==> src/design/safety_cfg_pkg.sv <==
// Shared constants for the safety channel configuration objects.
package safety_cfg_pkg;
	// ==========================================================
	// Object dictionary layout
	localparam logic [15:0] RESTORE_INDEX = 16'h1011;
	localparam logic [15:0] SAFETY_INDEX_DEFAULT = 16'h8040;
	localparam logic [3:0] INPUT_AREA = 4'h6;
	localparam logic [3:0] OUTPUT_AREA = 4'h7;
	localparam logic [3:0] CONFIG_AREA = 4'h8;
	localparam logic [3:0] AREA_PAD = 4'h0;
	localparam logic [7:0] SUB_COUNT = 8'h00;
	localparam logic [7:0] SUB_RESTORE_CMD = 8'h01;
	localparam logic [7:0] SUB_SAFETY_ADDR = 8'h01;
	localparam logic [7:0] SUB_CONN_MODE = 8'h02;
	localparam logic [7:0] SUB_PD_SIZE = 8'h03;
	localparam logic [7:0] SUB_WB_DISABLE = 8'h0e;
	localparam logic [7:0] SUB_VALUE = 8'h11;
	// ==========================================================
	// Values and reset values
	localparam logic [7:0] RESTORE_COUNT_VALUE = 8'h01;
	localparam logic [31:0] RESTORE_KEY = 32'h64616f6c;
	localparam logic [31:0] RESTORE_CMD_RESET = 32'h00000000;
	localparam logic [15:0] SAFETY_ADDR_RESET = 16'h0000;
	localparam logic [31:0] CONN_MODE_RESET = 32'h00000001;
	localparam logic [7:0] PD_SIZE_FULL = 8'h04;
	localparam logic [15:0] OUT_DATA_RESET = 16'h0000;
	localparam logic [15:0] FREE_PREFIX = 16'h00ff;
	localparam logic [31:0] CRC_SEL_FIRST = 32'h00000001;
	localparam logic [31:0] CRC_SEL_LAST = 32'h00000008;
	localparam logic [31:0] CRC_POLY_1 = 32'h00017b0f;
	localparam logic [31:0] CRC_POLY_2 = 32'h0001571f;
	localparam logic [31:0] CRC_POLY_3 = 32'h00011f95;
	localparam logic [31:0] CRC_POLY_4 = 32'h000153f1;
	localparam logic [31:0] CRC_POLY_5 = 32'h0001f1d5;
	localparam logic [31:0] CRC_POLY_6 = 32'h0001663b;
	localparam logic [31:0] CRC_POLY_7 = 32'h0001b8cd;
	localparam logic [31:0] CRC_POLY_8 = 32'h0001e1bd;
	// ==========================================================
	// Timing
	localparam int CLK_PERIOD_NS = 40;
	localparam int TICK_NS = 1000;
	localparam int TICK_CYCLES = (TICK_NS + CLK_PERIOD_NS - 1) / CLK_PERIOD_NS;
	localparam int TEST_PERIOD_US = 1000;
	localparam int TEST_PULSE_US = 50;

	// Values with the free prefix pass through as free values; anything else maps by its low four bits to the table, 0 and 8 and above to the last.
	function automatic logic [31:0] crc_of(input logic [31:0] mode);
		if (mode[31:16] == FREE_PREFIX) begin
			return mode;
		end
		case (mode[3:0])
			4'h1: return CRC_POLY_1;
			4'h2: return CRC_POLY_2;
			4'h3: return CRC_POLY_3;
			4'h4: return CRC_POLY_4;
			4'h5: return CRC_POLY_5;
			4'h6: return CRC_POLY_6;
			4'h7: return CRC_POLY_7;
			default: return CRC_POLY_8;
		endcase
	endfunction : crc_of

	function automatic logic mode_ok(input logic [31:0] mode);
		return (mode >= CRC_SEL_FIRST && mode <= CRC_SEL_LAST) || mode[31:16] == FREE_PREFIX;
	endfunction : mode_ok
endpackage : safety_cfg_pkg

==> src/design/safety_channel_config_objects.sv <==
// Configuration objects of the single-channel safety connection and channel settings.
// What this block does
// - The safety channel stays disabled after reset and until the safety module is configured in a slot.
// - The checksum is one of eight fixed polynomials numbered one to eight or a free value.
// - The checksum selection or the free value is held in the connection-mode subindex.
// - Address and checksum are written into the safety settings and must match the master's.
// - The index of the safety settings object is a per-product constant.
// - On every enable the full process data set is offered, which the master may narrow.
// - A small test current is periodically driven through each sensor loop.
// - Voltage sampling is suspended for the whole of every test pulse.
// - Software may switch open-wire testing off per channel where supported.
// - Writing the restore key to the restore command returns all backed-up objects to defaults.
// - Input data sit at 0x60n0, output data at 0x70n0 and channel settings at 0x80n0.
`timescale 1ns/100ps
`default_nettype none
module safety_channel_config_objects
	import safety_cfg_pkg::*;
#(
	parameter int CHANNELS = 4,
	parameter logic [15:0] SAFETY_INDEX = safety_cfg_pkg::SAFETY_INDEX_DEFAULT,
	parameter bit WB_OFF_SUPPORTED = 1'b1,
	parameter int PERIOD_US = safety_cfg_pkg::TEST_PERIOD_US,
	parameter int PULSE_US = safety_cfg_pkg::TEST_PULSE_US
) (
	// Clock and reset
	input wire logic clk,
	input wire logic reset_n,
	// Object dictionary access
	input wire logic od_req,
	input wire logic od_write,
	input wire logic [15:0] od_index,
	input wire logic [7:0] od_subindex,
	input wire logic [31:0] od_wdata,
	output logic od_ack,
	output logic od_abort,
	output logic [31:0] od_rdata,
	// Safety connection
	input wire logic slot_configured,
	output logic safety_enable,
	output logic [15:0] safety_addr,
	output logic [31:0] crc_value,
	output logic [7:0] pd_size,
	// Channels
	input wire logic [CHANNELS*16-1:0] ch_value,
	output logic [CHANNELS*16-1:0] out_value,
	output logic [CHANNELS-1:0] test_current,
	output logic [CHANNELS-1:0] sample_enable
);
	import safety_cfg_pkg::*;

	if (CHANNELS < 1 || CHANNELS > 16) begin : g_check
		$error("safety_channel_config_objects: CHANNELS must be 1 to 16");
	end

	// Matches 0xA0n0 for area A and an existing channel n.
	function automatic logic area_hit(input logic [15:0] idx, input logic [3:0] area);
		return idx[15:12] == area && idx[11:8] == AREA_PAD && idx[3:0] == AREA_PAD
			&& int'(idx[7:4]) < CHANNELS;
	endfunction : area_hit

	// ==========================================================
	// Microsecond tick
	logic [7:0] tick_count, next_tick_count;
	logic tick, next_tick;
	always_comb begin
		next_tick = tick_count == 8'(TICK_CYCLES - 1);
		next_tick_count = next_tick ? 8'h00 : tick_count + 8'h01;
	end
	always_ff @(posedge clk or negedge reset_n) begin
		if (!reset_n) begin
			tick_count <= 8'h00;
			tick <= 1'b0;
		end else begin
			tick_count <= next_tick_count;
			tick <= next_tick;
		end
	end

	// ==========================================================
	// Configuration state
	logic [31:0] conn_mode, next_conn_mode;
	logic [31:0] restore_cmd, next_restore_cmd;
	logic [15:0] next_safety_addr;
	logic [31:0] next_crc_value;
	logic [7:0] next_pd_size;
	logic next_safety_enable;
	logic [CHANNELS-1:0] wb_disable, next_wb_disable;
	logic [15:0] out_data [CHANNELS];
	logic [15:0] next_out_data [CHANNELS];
	logic next_ack, next_abort;
	logic [31:0] next_rdata;

	always_comb begin
		int chi;
		logic do_restore;
		chi = int'(od_index[7:4]);
		do_restore = 1'b0;
		next_conn_mode = conn_mode;
		next_restore_cmd = restore_cmd;
		next_safety_addr = safety_addr;
		next_pd_size = pd_size;
		next_wb_disable = wb_disable;
		next_out_data = out_data;
		next_ack = od_req;
		next_abort = 1'b0;
		next_rdata = 32'h00000000;
		next_safety_enable = slot_configured;
		if (od_req) begin
			if (od_index == RESTORE_INDEX && od_subindex == SUB_COUNT) begin
				next_abort = od_write;
				next_rdata = {24'h000000, RESTORE_COUNT_VALUE};
			end else if (od_index == RESTORE_INDEX && od_subindex == SUB_RESTORE_CMD) begin
				next_rdata = restore_cmd;
				if (od_write) begin
					next_restore_cmd = od_wdata;
					// Only the exact key restores; other values are merely stored.
					do_restore = od_wdata == RESTORE_KEY;
				end
			end else if (od_index == SAFETY_INDEX && od_subindex == SUB_SAFETY_ADDR) begin
				next_rdata = {16'h0000, safety_addr};
				if (od_write) begin
					next_safety_addr = od_wdata[15:0];
				end
			end else if (od_index == SAFETY_INDEX && od_subindex == SUB_CONN_MODE) begin
				next_rdata = conn_mode;
				if (od_write && mode_ok(od_wdata)) begin
					next_conn_mode = od_wdata;
				end else if (od_write) begin
					next_abort = 1'b1;
				end
			end else if (od_index == SAFETY_INDEX && od_subindex == SUB_PD_SIZE) begin
				next_rdata = {24'h000000, pd_size};
				if (od_write && od_wdata <= {24'h000000, PD_SIZE_FULL}) begin
					next_pd_size = od_wdata[7:0];
				end else if (od_write) begin
					next_abort = 1'b1;
				end
			end else if (area_hit(od_index, CONFIG_AREA) && od_subindex == SUB_WB_DISABLE) begin
				next_rdata = {31'h00000000, wb_disable[chi]};
				if (od_write && WB_OFF_SUPPORTED) begin
					next_wb_disable[chi] = od_wdata[0];
				end else if (od_write) begin
					next_abort = 1'b1;
				end
			end else if (area_hit(od_index, INPUT_AREA) && od_subindex == SUB_VALUE) begin
				next_abort = od_write;
				next_rdata = {16'h0000, ch_value[chi*16 +: 16]};
			end else if (area_hit(od_index, OUTPUT_AREA) && od_subindex == SUB_VALUE) begin
				next_rdata = {16'h0000, out_data[chi]};
				if (od_write) begin
					next_out_data[chi] = od_wdata[15:0];
				end
			end else begin
				next_abort = 1'b1;
			end
		end
		if (next_safety_enable && !safety_enable) begin
			next_pd_size = PD_SIZE_FULL;
		end
		if (do_restore) begin
			next_conn_mode = CONN_MODE_RESET;
			next_safety_addr = SAFETY_ADDR_RESET;
			next_pd_size = PD_SIZE_FULL;
			next_wb_disable = '0;
			for (int i = 0; i < CHANNELS; i++) begin
				next_out_data[i] = OUT_DATA_RESET;
			end
		end
		next_crc_value = crc_of(next_conn_mode);
	end

	always_ff @(posedge clk or negedge reset_n) begin
		if (!reset_n) begin
			conn_mode <= CONN_MODE_RESET;
			restore_cmd <= RESTORE_CMD_RESET;
			safety_addr <= SAFETY_ADDR_RESET;
			crc_value <= CRC_POLY_1;
			pd_size <= PD_SIZE_FULL;
			safety_enable <= 1'b0;
			wb_disable <= '0;
			for (int i = 0; i < CHANNELS; i++) begin
				out_data[i] <= OUT_DATA_RESET;
			end
			od_ack <= 1'b0;
			od_abort <= 1'b0;
			od_rdata <= 32'h00000000;
		end else begin
			conn_mode <= next_conn_mode;
			restore_cmd <= next_restore_cmd;
			safety_addr <= next_safety_addr;
			crc_value <= next_crc_value;
			pd_size <= next_pd_size;
			safety_enable <= next_safety_enable;
			wb_disable <= next_wb_disable;
			out_data <= next_out_data;
			od_ack <= next_ack;
			od_abort <= next_abort;
			od_rdata <= next_rdata;
		end
	end

	// ==========================================================
	// Channels
	for (genvar n = 0; n < CHANNELS; n++) begin : g_ch
		assign out_value[n*16 +: 16] = out_data[n];
		wire_test_timer #(
			.PERIOD_US(PERIOD_US),
			.PULSE_US(PULSE_US),
			.TICK_CYCLES(TICK_CYCLES)
		) u_test (
			.clk(clk),
			.reset_n(reset_n),
			.tick(tick),
			.test_enable(!wb_disable[n]),
			.test_current(test_current[n]),
			.sample_enable(sample_enable[n])
		);
	end
endmodule : safety_channel_config_objects
`default_nettype wire

==> src/design/wire_test_timer.sv <==
// Open-wire test pulse generator for one input channel.
`timescale 1ns/100ps
`default_nettype none
module wire_test_timer #(
	parameter int PERIOD_US = 1000,
	parameter int PULSE_US = 50,
	parameter int TICK_CYCLES = 25
) (
	// Clock and reset
	input wire logic clk,
	input wire logic reset_n,
	// Control
	input wire logic tick,
	input wire logic test_enable,
	// Channel
	output logic test_current,
	output logic sample_enable
);
	typedef enum logic [1:0] {ST_IDLE = 2'b01, ST_PULSE = 2'b10} test_state_t;
	test_state_t state, next_state;
	logic [15:0] count, next_count;
	logic next_current;

	if (PERIOD_US < 2 || PERIOD_US > 65535 || PULSE_US < 1 || PULSE_US >= PERIOD_US) begin : g_check
		$error("wire_test_timer: period or pulse length out of range");
	end

	always_comb begin
		next_state = state;
		next_count = count;
		case (state)
			ST_IDLE: begin
				if (!test_enable) begin
					next_count = 16'h0000;
				end else if (tick) begin
					if (count == 16'(PERIOD_US - 1)) begin
						next_state = ST_PULSE;
						next_count = 16'h0000;
					end else begin
						next_count = count + 16'h0001;
					end
				end
			end
			ST_PULSE: begin
				if (tick) begin
					if (count == 16'(PULSE_US - 1)) begin
						next_state = ST_IDLE;
						next_count = 16'h0000;
					end else begin
						next_count = count + 16'h0001;
					end
				end
			end
			default: begin
				next_state = ST_IDLE;
				next_count = 16'h0000;
			end
		endcase
		next_current = next_state == ST_PULSE;
	end

	always_ff @(posedge clk or negedge reset_n) begin
		if (!reset_n) begin
			state <= ST_IDLE;
			count <= 16'h0000;
			test_current <= 1'b0;
			sample_enable <= 1'b1;
		end else begin
			state <= next_state;
			count <= next_count;
			test_current <= next_current;
			// Sampling and the test current share one edge, so they never overlap.
			sample_enable <= !next_current;
		end
	end

	// ==========================================================
	// Checks
	localparam int IDLE_LIMIT = (PERIOD_US + 1) * TICK_CYCLES;
	int idle_len;
	always_ff @(posedge clk or negedge reset_n) begin
		if (!reset_n) begin
			idle_len <= 0;
		end else begin
			idle_len <= (state == ST_IDLE && test_enable) ? idle_len + 1 : 0;
		end
	end
endmodule : wire_test_timer
`default_nettype wire

==> config.mk <==
export PLATFORM = sky130hd
export DESIGN_NAME = safety_channel_config_objects
export DESIGN_NICKNAME = d
export VERILOG_FILES = /design/src/design/safety_cfg_pkg.sv /design/src/design/safety_channel_config_objects.sv /design/src/design/wire_test_timer.sv
export SDC_FILE = /design/constraint.sdc
export NUM_CORES = 1
export LEC_CHECK = 0
export ABC_CLOCK_PERIOD_IN_PS = 2000
export BUFFER_PORTS_ARGS = -buffer_cell sky130_fd_sc_hd__buf_4
export CORE_ASPECT_RATIO = 0.8
export CORE_MARGIN = 2
export CORE_UTILIZATION = 51
export CTS_BUF_LIST = sky130_fd_sc_hd__clkbuf_16
export CTS_CLUSTER_DIAMETER = 100
export CTS_CLUSTER_SIZE = 30
export DETAILED_ROUTE_END_ITERATION = 8
export GPL_TIMING_DRIVEN = 0
export PLACE_DENSITY = 0.84
export RECOVER_POWER = 50
export SYNTH_ARGS = -nofsm -noshare
export SYNTH_HDL_FRONTEND = slang
export SYNTH_HIERARCHICAL = 1
export SYNTH_SLANG_ARGS = --single-unit
==> constraint.sdc <==
create_clock -name clk -period 2 [get_ports clk]
set_input_delay 0.4 -clock clk [delete_from_list [all_inputs] [get_ports clk]]
set_output_delay 0.4 -clock clk [all_outputs]
set_load 0.01 [all_outputs]
==> flow_summary.ini <==
[run_status]
status = finished with violations
violations = setup timing

[layout]
stdcell_area_sq_um = 22000
area_delta_synth_final_pct = 42.15
drive_gt1_frac = 0.4023
nNetsFinal = 2131
fin_cells = 2410

[cts]
cts_tree = yes
clockBufferDepth = 3
clock_latency_ns = 0.53
root_buffer = clkbuf_16
cts_buffers = 14
cts_htree_levels = 1
clkTransAtPathRegs_ns = 0.12
numClockSinks = 312

[die]
start_util = 0.5142
die-area_sq_um = 31760
die_w_um = 198.8
io_pins = 288
row_count = 57
die_h_um = 159.8
core_area_sq_um = 30100

[sta]
finalCritPeriodShare = 1.276
finalMaxSlewViolations = 0
finalSetupViolations = 236
hold_viol_final = 0
period_needed_ns = 2.553
fin_ws_ns = -0.5528
fmax_mhz = 391.7
clock_skew_ns = 0.01939
fin_setup_tns_ns = -64.40
tightest_slew_ns = 1.254
relSlewSlack = 0.1640
rsz0062_at_grt = true

[global_route]
overflow = 0
grt_pass1_wl_mm = 85.71
grt_antenna_before_repair = 1
grt_pass1_vias = 15160
grtUsageTotal = 0.3488
grt_start_max_net_pins = 118

[yosys]
synth_edf_count = 0
synth_cell_types = 76
ys_async_sr_fraction = 1.000
synth.largest_area_cell = dfrtp_1
netlist_area_sq_um = 15470
syn-instance-count = 1525
synth_area_leaders = dfrtp_1 47%, mux4_2 4.8%, nand2_1 4.5%
yosysSeqAreaShare = 0.5062
yosysWarnings = 6
ys_ff_latch = 312
synthTopCellsByCount = 291 x dfrtp_1, 184 x nand2_1, 155 x nor2_1
yosysMostFrequentCell = dfrtp_1
avgSynthCellArea_sq_um = 10.15
synthFlopType = dfrtp_1
synth_top_cell_area_share = 0.4706

[detailed_routing]
postRouteAntennaNets = 0
drtPass1Iterations = 6
wl_per_cell_um = 24.30
routed_wl_mm = 58.57
vias = 15467
drc_errors = 0
detail_route.vias_per_cell = 6.418
drt_iter0_markers = 1899

[pwr]
power_mw = 10.72
ir_worst_vdd_mv = 0.4672
p_leak_nw = 9.633
powerDensity_nw_per_um2 = 487.5

[worst_setup_path]
end_kind = flip-flop
worstSetupPathType = in2reg
crit_required_ns = 2.46
crit_arrival_ns = 3.02
worstPathMaxFanout = 5
startpoint_type = primary input

[placed_design]
dpl-instance-area_sq_um = 18430
detailed_place_hpwl_mm = 37.63
pre_cts_slack_ns = -1.824
dp.cells = 2233
place.gp.congestion = 0.9710
portBuffers = 286

[job]
max-cap-violations = 0

[worst_hold_path]
hold_path.class = in2reg
==> path summary, 6_finish.rpt <==
path	start	to	slack, ns	depth (start not counted)
worst min-delay path	od_wdata[27]	restore_cmd[27]$_DFFE_PN0P_	0.11	2
max in group asynchronous	reset_n	g_ch[1].u_test/count[0]$_DFFE_PN0P_	0.06	3
min in group asynchronous	reset_n	od_rdata[17]$_DFF_PN0_	0.71	2
worst max register to register	conn_mode[27]$_DFF_PN0_	crc_value[10]$_DFF_PN0_	-0.25	7
worst max-delay path	od_wdata[25]	out_value[15]$_DFFE_PN0P_	-0.55	13
worst min register to register	tick_count[5]$_DFF_PN0_	tick_count[5]$_DFF_PN0_	0.50	1
==> where the power goes <==
part	total, mW	switching [mW]	leakage, nW	internal, mW
combinational	0.890	0.546	5.19	0.344
clock	3.51	2.10	0.237	1.41
sequential	6.33	0.00418	4.20	6.32
==> registers in the layout, indices dropped and copies added (netlist names) <==
signal,flops
conn_mode,32
g_ch.u_test/sample_enable,4
g_ch.u_test/state,8
safety_addr,16
od_abort,1
tick,1
tick_count,8
od_rdata,32
g_ch.u_test/count,64
pd_size,8
safety_enable,1
od_ack,1
restore_cmd,32
out_value,64
wb_disable,4
crc_value,32
g_ch.u_test/test_current,4
==> cell families (layout without fill, tap and decap cells) <==
| kind of cell | count (synthesis) | after routing | share of synthesized area |
|---|---|---|---|
| compound gates | 305 | 305 | 0.1183 |
| simple gates | 625 | 625 | 0.2080 |
| mux | 89 | 89 | 0.08789 |
| other cells | 2 | 10 | 0.0004853 |
| buf+inv | 115 | 579 | 0.03113 |
| xor+xnor | 59 | 59 | 0.03339 |
| fa+ha+maj | 18 | 18 | 0.01455 |
| flops | 312 | 312 | 0.5062 |
==> repair_timing <==
action | 4_1_cts | 5_1_grt
hold buffers | 2 | 0
setup endpoints to repair | 291 | 286
buffers inserted | 112 | 43
gates cloned | 15 | 1
hold endpoints to repair | 84 | 0
gates resized for setup | 471 | 204
pin swaps | 132 | 69
==> metal layers <==
metal,vias up,part of all wire,routed length (um),track usage
li1,6407,-,-,-
met1,7662,0.36,21160,0.4550
met2,1105,0.46,27180,0.5515
met3,293,0.11,6527,0.08722
met4,0,0.063,3699,0.1591
met5,-,0,0,0
==> cell type report <==
| type | instances | area (sq um) |
|---|---|---|
| fill | 2038 | 8099 |
| clock inverter | 9 | 50.05 |
| tap | 413 | 516.7 |
| buffer | 55 | 594.3 |
| antenna | 1 | 2.502 |
| clock buffer | 15 | 375.4 |
| inverter | 44 | 165.2 |
| sequential | 312 | 7836 |
| multi-input combinational | 1105 | 9115 |
| timing repair buffer | 456 | 3342 |
==> per-stage QoR <==
step	hold slack [ns]	utilization
after floorplan	0.1044	-
after global placement	0.4624	0.6103
after detailed placement	0.4493	0.6123
after CTS	0.04090	0.7176
after global routing	0.1097	0.7308
final	0.1092	0.7309
==> critical path: stages <==
cell and delay (ns):
buf_6 0.10, or4_4 0.56, buf_4 0.16, buf_6 0.11
nor2_4 0.08, nand4_1 0.29, or2_1 0.36, buf_8 0.16
a21oi_4 0.20, buf_6 0.15, nand2_8 0.07, clkbuf_16 0.23
o21ai_2 0.13
==> cells in the final DEF, fill, tap and decap left out, types with 14 or more instances in the layout <==
cell type / n
nand2_1: 157
dfrtp_1: 289
o21ai_2: 54
o21ai_0: 33
nor2_2: 40
clkbuf_16: 23
nand4_1: 41
nor3_1: 20
buf_8: 14
buf_6: 64
and3_1: 18
o21ai_1: 43
dfstp_2: 21
inv_1: 49
nor4_4: 20
buf_4: 231
a21oi_2: 35
nor2_1: 108
xor2_1: 23
mux2_2: 39
a22oi_1: 16
mux4_2: 33
clkbuf_1: 155
a21oi_1: 28
xnor2_1: 36
nand3_1: 30
(Power assumes the default switching activity.)
